`src/rtl/tmps_pkg.sv`:
```
// Operation
// - eight trunk groups, each with up to eight member ports
// - unicast member chosen by hash: sa+da default, sa, da, source port
// - multicast uses the same selectable hash options as unicast
// - trunk-flagged destination entry yields its trunk group number
// - unicast dropped when ingress port is in the destination trunk
// - each trunk has eight member-select entries indexed by the hash
// - hash is a pure function of key fields, so flows stay ordered
// - multicast candidates start from the vlan member set
// - multicast drops the ingress trunk, or the ingress port alone
// - multicast keeps one hash-chosen port per remaining trunk
// - software reprograms member entries when a member link fails
// - address mirror: flagged entry, source or destination selector
// - flow mirror: sa and da equal the programmed pair
// - reverse flow mirror: sa and da equal programmed da and sa
// - port mirror copies a port's ingress or egress to a monitor
// - at most two monitor ports at once
// - monitor ports are removed from normal forwarding
package tmps_pkg;
  localparam int NUM_PORTS = 10;
  localparam int NUM_TRUNKS = 8;
  localparam int NUM_SEL = 8;
  localparam int PORT_W = 4;
  localparam int TRUNK_W = 3;
  localparam int SEL_W = 3;
  localparam int MAC_W = 48;
  localparam int NUM_MON = 2;
  localparam int LATENCY = 2;
  localparam logic [1:0] HASH_SA_DA = 2'h0;
  localparam logic [1:0] HASH_SA = 2'h1;
  localparam logic [1:0] HASH_DA = 2'h2;
  localparam logic [1:0] HASH_SRC_PORT = 2'h3;
  typedef enum logic [1:0] {
    TMPS_IDLE,
    TMPS_RESOLVE,
    TMPS_OUT
  } tmps_state_t;
endpackage

```
`src/rtl/tmps_top.sv`:
```
// destination resolution: trunk reduction plus mirror copies
module tmps_top
  import tmps_pkg::*;
#(
  parameter int PORTS = NUM_PORTS
) (
  input wire logic clk,
  input wire logic rst,
  // lookup request
  input wire logic req_valid,
  input wire logic req_multicast,
  input wire logic [PORT_W-1:0] req_src_port,
  input wire logic [MAC_W-1:0] req_sa,
  input wire logic [MAC_W-1:0] req_da,
  input wire logic [PORT_W-1:0] req_dst_port,
  input wire logic req_dst_trunked,
  input wire logic [TRUNK_W-1:0] req_dst_trunk,
  input wire logic [PORTS-1:0] req_vlan_members,
  input wire logic req_sa_mirror,
  input wire logic req_da_mirror,
  // configuration
  input wire logic [1:0] cfg_hash_mode,
  input wire logic cfg_ring_mode,
  input wire logic [NUM_TRUNKS*PORTS-1:0] cfg_trunk_members,
  input wire logic [NUM_TRUNKS*NUM_SEL*PORT_W-1:0] cfg_member_sel,
  input wire logic cfg_flow_en,
  input wire logic cfg_flow_rev_en,
  input wire logic [MAC_W-1:0] cfg_flow_sa,
  input wire logic [MAC_W-1:0] cfg_flow_da,
  input wire logic [NUM_MON-1:0] cfg_mon_en,
  input wire logic [NUM_MON*PORT_W-1:0] cfg_mon_port,
  input wire logic [NUM_MON*PORT_W-1:0] cfg_mon_src,
  input wire logic [NUM_MON-1:0] cfg_mon_egress,
  input wire logic [NUM_MON-1:0] cfg_mon_addr,
  // result
  output logic res_valid,
  output logic [PORTS-1:0] res_dest,
  output logic [PORTS-1:0] res_mirror,
  output logic res_discard
);
  // every port number has to fit the port-number field
  if (PORTS < 2 || PORTS > (1 << PORT_W)) begin : g_bad_ports
    $error("unsupported port count");
  end

  tmps_state_t state_q;
  logic [1:0] mode_eff;
  logic [SEL_W-1:0] hidx;
  logic [PORTS-1:0] dest_d;
  logic [PORTS-1:0] mir_d;
  logic disc_d;
  logic [PORTS-1:0] mon_mask;
  logic [PORTS-1:0] trunked_all;
  logic [PORTS-1:0] addr_mon_mask;
  logic [PORTS-1:0] dtrunk_set;

  logic mc_q;
  logic [PORT_W-1:0] src_q;
  logic [MAC_W-1:0] sa_q;
  logic [MAC_W-1:0] da_q;
  logic [PORT_W-1:0] dst_q;
  logic dtr_q;
  logic [TRUNK_W-1:0] dtrunk_q;
  logic [PORTS-1:0] vlan_q;
  logic sam_q;
  logic dam_q;

  function automatic logic [PORTS-1:0] trunk_set(input int t);
    return cfg_trunk_members[t*PORTS +: PORTS];
  endfunction

  function automatic logic [PORT_W-1:0] member(input int t, input logic [SEL_W-1:0] i);
    return cfg_member_sel[(t*NUM_SEL + int'(i))*PORT_W +: PORT_W];
  endfunction

  function automatic logic [PORTS-1:0] onehot(input logic [PORT_W-1:0] p);
    logic [PORTS-1:0] r;
    r = '0;
    if (int'(p) < PORTS) begin
      r[p] = 1'b1;
    end
    return r;
  endfunction

  // no trunk holds more than one port of the set
  function automatic logic trunks_single(input logic [PORTS-1:0] s);
    logic ok;
    ok = 1'b1;
    for (int t = 0; t < NUM_TRUNKS; t++) begin
      if ($countones(s & trunk_set(t)) > 1) begin
        ok = 1'b0;
      end
    end
    return ok;
  endfunction

  // source-port hashing only in ring mode
  assign mode_eff = (cfg_hash_mode == HASH_SRC_PORT && !cfg_ring_mode) ? HASH_SA_DA
                                                                      : cfg_hash_mode;

  tmps_hash u_hash (
    .mode(mode_eff),
    .sa(sa_q),
    .da(da_q),
    .src_port(src_q),
    .idx(hidx)
  );

  always_ff @(posedge clk or posedge rst) begin
    if (rst) begin
      state_q <= TMPS_IDLE;
    end else begin
      case (state_q)
        TMPS_IDLE: if (req_valid) state_q <= TMPS_RESOLVE;
        TMPS_RESOLVE: state_q <= TMPS_OUT;
        TMPS_OUT: state_q <= TMPS_IDLE;
        default: state_q <= TMPS_IDLE;
      endcase
    end
  end

  always_ff @(posedge clk or posedge rst) begin
    if (rst) begin
      mc_q <= 1'b0;
      src_q <= '0;
      sa_q <= '0;
      da_q <= '0;
      dst_q <= '0;
      dtr_q <= 1'b0;
      dtrunk_q <= '0;
      vlan_q <= '0;
      sam_q <= 1'b0;
      dam_q <= 1'b0;
    end else if (state_q == TMPS_IDLE && req_valid) begin
      mc_q <= req_multicast;
      src_q <= req_src_port;
      sa_q <= req_sa;
      da_q <= req_da;
      dst_q <= req_dst_port;
      dtr_q <= req_dst_trunked;
      dtrunk_q <= req_dst_trunk;
      vlan_q <= req_vlan_members;
      sam_q <= req_sa_mirror;
      dam_q <= req_da_mirror;
    end
  end

  always_comb begin
    mon_mask = '0;
    for (int m = 0; m < NUM_MON; m++) begin
      if (cfg_mon_en[m]) begin
        mon_mask = mon_mask | onehot(cfg_mon_port[m*PORT_W +: PORT_W]);
      end
    end
  end

  always_comb begin
    trunked_all = '0;
    for (int t = 0; t < NUM_TRUNKS; t++) begin
      trunked_all = trunked_all | trunk_set(t);
    end
  end

  // monitors that take address and flow hits
  always_comb begin
    addr_mon_mask = '0;
    for (int m = 0; m < NUM_MON; m++) begin
      if (cfg_mon_en[m] && cfg_mon_addr[m]) begin
        addr_mon_mask = addr_mon_mask | onehot(cfg_mon_port[m*PORT_W +: PORT_W]);
      end
    end
  end

  // process form so the trunk mask follows configuration changes too
  always_comb begin
    dtrunk_set = trunk_set(int'(dtrunk_q));
  end

  // forwarding set, independent of any mirror decision
  always_comb begin
    logic [PORTS-1:0] cand;
    logic [PORTS-1:0] srcoh;
    cand = '0;
    srcoh = onehot(src_q);
    disc_d = 1'b0;
    if (mc_q) begin
      cand = vlan_q;
      if ((trunked_all & srcoh) == '0) begin
        cand = cand & ~srcoh;
      end
      for (int t = 0; t < NUM_TRUNKS; t++) begin
        if ((trunk_set(t) & srcoh) != '0) begin
          cand = cand & ~trunk_set(t);
        end else if ((cand & trunk_set(t)) != '0) begin
          cand = (cand & ~trunk_set(t)) | (cand & onehot(member(t, hidx)));
        end
      end
    end else if (dtr_q) begin
      if ((trunk_set(int'(dtrunk_q)) & srcoh) != '0) begin
        disc_d = 1'b1;
      end else begin
        cand = onehot(member(int'(dtrunk_q), hidx));
      end
    end else begin
      cand = onehot(dst_q);
    end
    dest_d = cand & ~mon_mask;
  end

  // mirror copies, a separate vector alongside the forwarding set
  always_comb begin
    logic hit;
    mir_d = '0;
    hit = 1'b0;
    if (cfg_flow_en && sa_q == cfg_flow_sa && da_q == cfg_flow_da) begin
      hit = 1'b1;
    end
    if (cfg_flow_en && cfg_flow_rev_en && sa_q == cfg_flow_da && da_q == cfg_flow_sa) begin
      hit = 1'b1;
    end
    if (sam_q || dam_q) begin
      hit = 1'b1;
    end
    for (int m = 0; m < NUM_MON; m++) begin
      if (cfg_mon_en[m]) begin
        if (cfg_mon_addr[m]) begin
          if (hit) mir_d = mir_d | onehot(cfg_mon_port[m*PORT_W +: PORT_W]);
        end else if (cfg_mon_egress[m]) begin
          if ((dest_d & onehot(cfg_mon_src[m*PORT_W +: PORT_W])) != '0) begin
            mir_d = mir_d | onehot(cfg_mon_port[m*PORT_W +: PORT_W]);
          end
        end else if (src_q == cfg_mon_src[m*PORT_W +: PORT_W]) begin
          mir_d = mir_d | onehot(cfg_mon_port[m*PORT_W +: PORT_W]);
        end
      end
    end
  end

  always_ff @(posedge clk or posedge rst) begin
    if (rst) begin
      res_valid <= 1'b0;
      res_dest <= '0;
      res_mirror <= '0;
      res_discard <= 1'b0;
    end else begin
      res_valid <= (state_q == TMPS_RESOLVE);
      if (state_q == TMPS_RESOLVE) begin
        res_dest <= dest_d;
        res_mirror <= mir_d;
        res_discard <= disc_d;
      end
    end
  end

  property p_latency;
    @(posedge clk) disable iff (rst) (state_q == TMPS_IDLE && req_valid) |-> ##2 res_valid;
  endproperty
  a_latency: assert property (p_latency) else $error("result late");

  property p_discard_empty;
    @(posedge clk) disable iff (rst) res_valid && res_discard |-> res_dest == '0;
  endproperty
  a_discard_empty: assert property (p_discard_empty) else $error("discard with dest");

  property p_mon_excluded;
    @(posedge clk) disable iff (rst) res_valid |-> (res_dest & $past(mon_mask)) == '0;
  endproperty
  a_mon_excluded: assert property (p_mon_excluded) else $error("monitor forwarded");

  property p_mc_src_out;
    @(posedge clk) disable iff (rst)
      state_q == TMPS_RESOLVE && mc_q |=> (res_dest & onehot($past(src_q))) == '0;
  endproperty
  a_mc_src_out: assert property (p_mc_src_out) else $error("ingress echoed");

  property p_mc_one_per_trunk;
    @(posedge clk) disable iff (rst)
      state_q == TMPS_RESOLVE && mc_q |-> trunks_single(dest_d);
  endproperty
  a_mc_one_per_trunk: assert property (p_mc_one_per_trunk) else $error("two members");

  property p_mc_in_vlan;
    @(posedge clk) disable iff (rst)
      state_q == TMPS_RESOLVE && mc_q |=> (res_dest & ~$past(vlan_q)) == '0;
  endproperty
  a_mc_in_vlan: assert property (p_mc_in_vlan) else $error("outside vlan");

  property p_uc_single;
    @(posedge clk) disable iff (rst)
      state_q == TMPS_RESOLVE && !mc_q |=> $countones(res_dest) <= 1;
  endproperty
  a_uc_single: assert property (p_uc_single) else $error("unicast fanout");

  property p_uc_drop;
    @(posedge clk) disable iff (rst)
      state_q == TMPS_RESOLVE && !mc_q && dtr_q && (dtrunk_set & onehot(src_q)) != '0
      |=> res_discard;
  endproperty
  a_uc_drop: assert property (p_uc_drop) else $error("trunk echo kept");

  property p_uc_trunk_member;
    @(posedge clk) disable iff (rst)
      state_q == TMPS_RESOLVE && !mc_q && dtr_q |=> (res_dest & ~$past(dtrunk_set)) == '0;
  endproperty
  a_uc_trunk_member: assert property (p_uc_trunk_member) else $error("left the trunk");

  property p_ring_only;
    @(posedge clk) disable iff (rst)
      cfg_hash_mode == HASH_SRC_PORT && !cfg_ring_mode |-> mode_eff == HASH_SA_DA;
  endproperty
  a_ring_only: assert property (p_ring_only) else $error("port hash outside ring");

  property p_mirror_only_mon;
    @(posedge clk) disable iff (rst) res_valid |-> (res_mirror & ~$past(mon_mask)) == '0;
  endproperty
  a_mirror_only_mon: assert property (p_mirror_only_mon) else $error("copy off monitor");

  property p_addr_mirror;
    @(posedge clk) disable iff (rst)
      state_q == TMPS_RESOLVE && (sam_q || dam_q)
      |=> (res_mirror & $past(addr_mon_mask)) == $past(addr_mon_mask);
  endproperty
  a_addr_mirror: assert property (p_addr_mirror) else $error("address not mirrored");

  property p_rev_flow;
    @(posedge clk) disable iff (rst)
      state_q == TMPS_RESOLVE && cfg_flow_en && cfg_flow_rev_en
      && sa_q == cfg_flow_da && da_q == cfg_flow_sa
      |=> (res_mirror & $past(addr_mon_mask)) == $past(addr_mon_mask);
  endproperty
  a_rev_flow: assert property (p_rev_flow) else $error("reverse flow not mirrored");

  property p_flow_mirror;
    @(posedge clk) disable iff (rst)
      state_q == TMPS_RESOLVE && cfg_flow_en && sa_q == cfg_flow_sa && da_q == cfg_flow_da
      |=> (res_mirror & $past(addr_mon_mask)) == $past(addr_mon_mask);
  endproperty
  a_flow_mirror: assert property (p_flow_mirror) else $error("flow not mirrored");

  c_mc: cover property (@(posedge clk) disable iff (rst) res_valid && $past(mc_q, 2));
  c_disc: cover property (@(posedge clk) disable iff (rst) res_valid && res_discard);
  c_mir: cover property (@(posedge clk) disable iff (rst) res_valid && res_mirror != '0);
  c_uc_trunk: cover property (@(posedge clk) disable iff (rst)
    state_q == TMPS_RESOLVE && dtr_q && !mc_q && !disc_d);
  c_two_mon: cover property (@(posedge clk) disable iff (rst)
    res_valid && $countones(res_mirror) == 2);
endmodule

```
`src/rtl/tmps_hash.sv`:
```
// folds the selected key fields into a member-select index
module tmps_hash
  import tmps_pkg::*;
(
  input wire logic [1:0] mode,
  input wire logic [MAC_W-1:0] sa,
  input wire logic [MAC_W-1:0] da,
  input wire logic [PORT_W-1:0] src_port,
  output logic [SEL_W-1:0] idx
);
  function automatic logic [SEL_W-1:0] fold(input logic [MAC_W-1:0] v);
    logic [SEL_W-1:0] r;
    r = '0;
    for (int i = 0; i < MAC_W; i += SEL_W) begin
      r = r ^ v[i +: SEL_W];
    end
    return r;
  endfunction

  always_comb begin
    case (mode)
      HASH_SA: idx = fold(sa);
      HASH_DA: idx = fold(da);
      HASH_SRC_PORT: idx = src_port[SEL_W-1:0];
      default: idx = fold(sa) ^ fold(da);
    endcase
  end
endmodule

```
`config.mk`:
```
export PLATFORM = sky130hd
export DESIGN_NAME = tmps_top
export DESIGN_NICKNAME = d
export VERILOG_FILES = /design/src/rtl/tmps_pkg.sv /design/src/rtl/tmps_top.sv /design/src/rtl/tmps_hash.sv
export SDC_FILE = /design/constraint.sdc
export NUM_CORES = 1
export LEC_CHECK = 0
export BUFFER_PORTS_ARGS = -buffer_cell sky130_fd_sc_hd__buf_2
export CAP_MARGIN = 20
export CORE_AREA = 4 4 234 236
export CTS_CLUSTER_DIAMETER = 40
export DETAILED_ROUTE_END_ITERATION = 8
export DIE_AREA = 0 0 238 240
export PLACE_DENSITY_LB_ADDON = 0.12
export SETUP_SLACK_MARGIN = 0.1
export SYNTH_ARGS = -nofsm -noshare
export SYNTH_HDL_FRONTEND = slang
export SYNTH_SLANG_ARGS = --single-unit
```
`constraint.sdc`:
```
create_clock -name clk -period 8.3 [get_ports clk]
set_input_delay 1.245 -clock clk [delete_from_list [all_inputs] [get_ports clk]]
set_output_delay 1.245 -clock clk [all_outputs]
set_load 0.005 [all_outputs]
```
==> out/metrics.cfg <==
[route]
wl_per_cell_um=28.5
ant_nets=0
drcViolationCount=0
drtIter0Drc=1858
viasPerCell=5.94
via_count=20600
drt_wl_total_um=98700
first_pass_iters=6

[final_layout]
postLayoutCoreUtil=0.427
area_growth_pct=32.1
final_nets=3343
fillerInstances=5446
design_area_um2=22400
drive_gt1_frac=0.362

[yosys]
synthCells=2095
synth_seq_area_share=0.214
syn_avg_cell_area_um2=8.09
yosys_register_bits=145
synth_fp_nets=2678
async_reset_ff_frac=1.00
synth_top_area_frac=0.214
synth_area_leaders=dfrtp_1 (21%), nand2_1 (6.8%), mux2_2 (6.6%), xnor2_1 (6.6%), xor2_1 (6.4%)
yosys-top-cells-count=nand2_1 (309), dfrtp_1 (145), xnor2_1 (127)
ys.flop_type=dfrtp_1
synth_top_area_cell=dfrtp_1
yosysWarnings=0
synth-edff-count=0
syn_area_um2=16900
yosysUniqueCellTypes=106
synth_most_common_cell=nand2_1

[timing]
fin_crit_sh=0.944
skew_ns=0.0145
setup_ws_ns=0.465
fin_setup_tns_ns=0
slew_viol_final=0
relSlewSlack=0.168
final-hold-violation-count=0
setup_viol=0
period_needed_ns=7.83
rsz0062_at_grt=false
tightest_slew_ns=1.24
timing.fmax_mhz=128

[setup_path]
path_common_cell=buf_4
rrSetupSlack_ns=0.47
arrival_ns=8.19
critical_path.endpoint_type=flip-flop
r2r_end=res_mirror[8]
critPathSlowestCell=or4_4
r2r_start=da_q[32]
critPathMaxFanout=13
criticalPathCategory=reg -> reg
startpoint_type=flip-flop
cp_slowest_stage_delay_ns=0.55
worstPathRequired_ns=8.65
crit_start=da_q[32]
ff2ff_path_depth=33

[grt]
grt_pass1_wl_um=138000
antenna_found_initial=10
grt_overflow=0
grt_usage=0.326
grt_max_degree=83
grt_pass1_vias=20800

[die]
die_area_um2=57100
die_h_um=240
core_region_area_um2=52400
top_level_ports=605
fp.dieW_um=238
start_util=0.323
rows=84

[clock_tree]
clock-sinks=145
cts_buffer_depth=2
post-cts-setup-buffers=0
clock_latency_ns=0.45
cts-buffers-inserted=17
ctsHtreeMaxLevel=4
cts_resized=0
cts.root.buffer_cell=clkbuf_16
clk_pin_slew_worst_paths_ns=0.08
hold_buffers=0
cts_tree=yes

[placement]
dp_hpwl_um=82700
placed_area_um2=21500
place_ws_ns=0.163
portBuffers=604
gp_congestion=1.02

[hold_path]
worstHoldStart=state_q[1]
hold_path_depth=1
hp-class=reg -> reg
hold_end=state_q[0]

[run_status]
outcome=finished, final reports clean

[flow_run]
drv_cap=0

## stage by stage
step,hold WS [ns],cells
2_1_floorplan,0.463,2095
3_3_place_gp,0.431,3428
3_5_place_dp,0.432,3428
4_1_cts,0.441,3460
5_1_grt,0.451,3462
6_report,0.442,3466
## cell families (layout without fill, tap and decap cells)
family          Yosys count  count (layout)  share of synthesized area
simple gates            795             795                      0.235
xor+xnor                252             252                      0.131
other cells               0               5                          0
mux                     168             168                      0.132
flops                   145             145                      0.214
buf+inv                 185             863                     0.0456
compound gates          550             550                      0.242
## critical path: cells and delay by family, from the launching register on
family | cells | cell delay [ns]
compound gates | 14 | 2.84
simple gates | 9 | 2.62
buf+inv | 6 | 1.01
xor+xnor | 4 | 0.71
flops | 1 | 0.50
## sequential cells by signal, summed over array words and instances, names as in the netlist
name,count
res_dest,10
dtrunk_q,3
vlan_q,10
res_mirror,10
dst_q,4
src_q,4
sa_q,48
res_valid,1
state_q,2
dtr_q,1
da_q,48
sam_q,1
mc_q,1
res_discard,1
dam_q,1
## area by class of cell
type                    instances  area, µm²  area share
multi-input cells            1765      12800       0.571
repair buffers                748       4140       0.185
flip-flops and latches        145       3630       0.162
well taps                     688        861      0.0385
clock buffers                  17        425      0.0190
inverters                      83        317      0.0141
clock inverters                15        213     0.00951
diodes                          5       12.5    0.000559
## cells in the final DEF, fill, tap and decap left out, types with 10 or more instances in the layout
master / count
o2111ai_1: 12
mux4_2: 34
o31ai_1: 26
nor4_1: 52
nand3_1: 104
o21ai_0: 111
a21oi_1: 43
o211ai_1: 20
mux2i_1: 33
dfrtp_1: 144
mux2_2: 99
nor3_1: 30
a22o_1: 12
and2_1: 13
clkbuf_16: 17
nor2b_1: 20
o21a_1: 13
xor2_1: 124
a221oi_1: 28
xnor2_1: 120
a31o_2: 16
nand2_1: 309
and3_1: 47
nand2b_1: 29
o22ai_1: 22
inv_1: 81
nand4_1: 40
buf_2: 604
o21ai_1: 16
a311oi_1: 14
nor2_1: 76
a32oi_1: 12
o31a_1: 15
a22oi_1: 27
buf_4: 142
a21boi_0: 15
nand3b_1: 10
## metal layers
metal / vias up / track usage / routed length (µm)
li1: 9238 / - / -
met1: 9964 / 0.398 / 38600
met2: 1118 / 0.560 / 47100
met3: 261 / 0.0663 / 7970
met4: 16 / 0.140 / 4980
met5: - / 0 / 98
## worst max path at each step
stage	slack, ns	endpoint
after global routing	0.1	res_mirror[8]
after floorplan	1.40	res_mirror[8]
after CTS	0.15	res_mirror[4]
after detailed placement	0.16	res_mirror[8]
after global placement	0.13	res_mirror[5]
final	0.47	res_mirror[8]
Power is left out: the tool's default activity adds up to more than one toggle a clock period on the data nets, which glitch-free logic cannot reach.
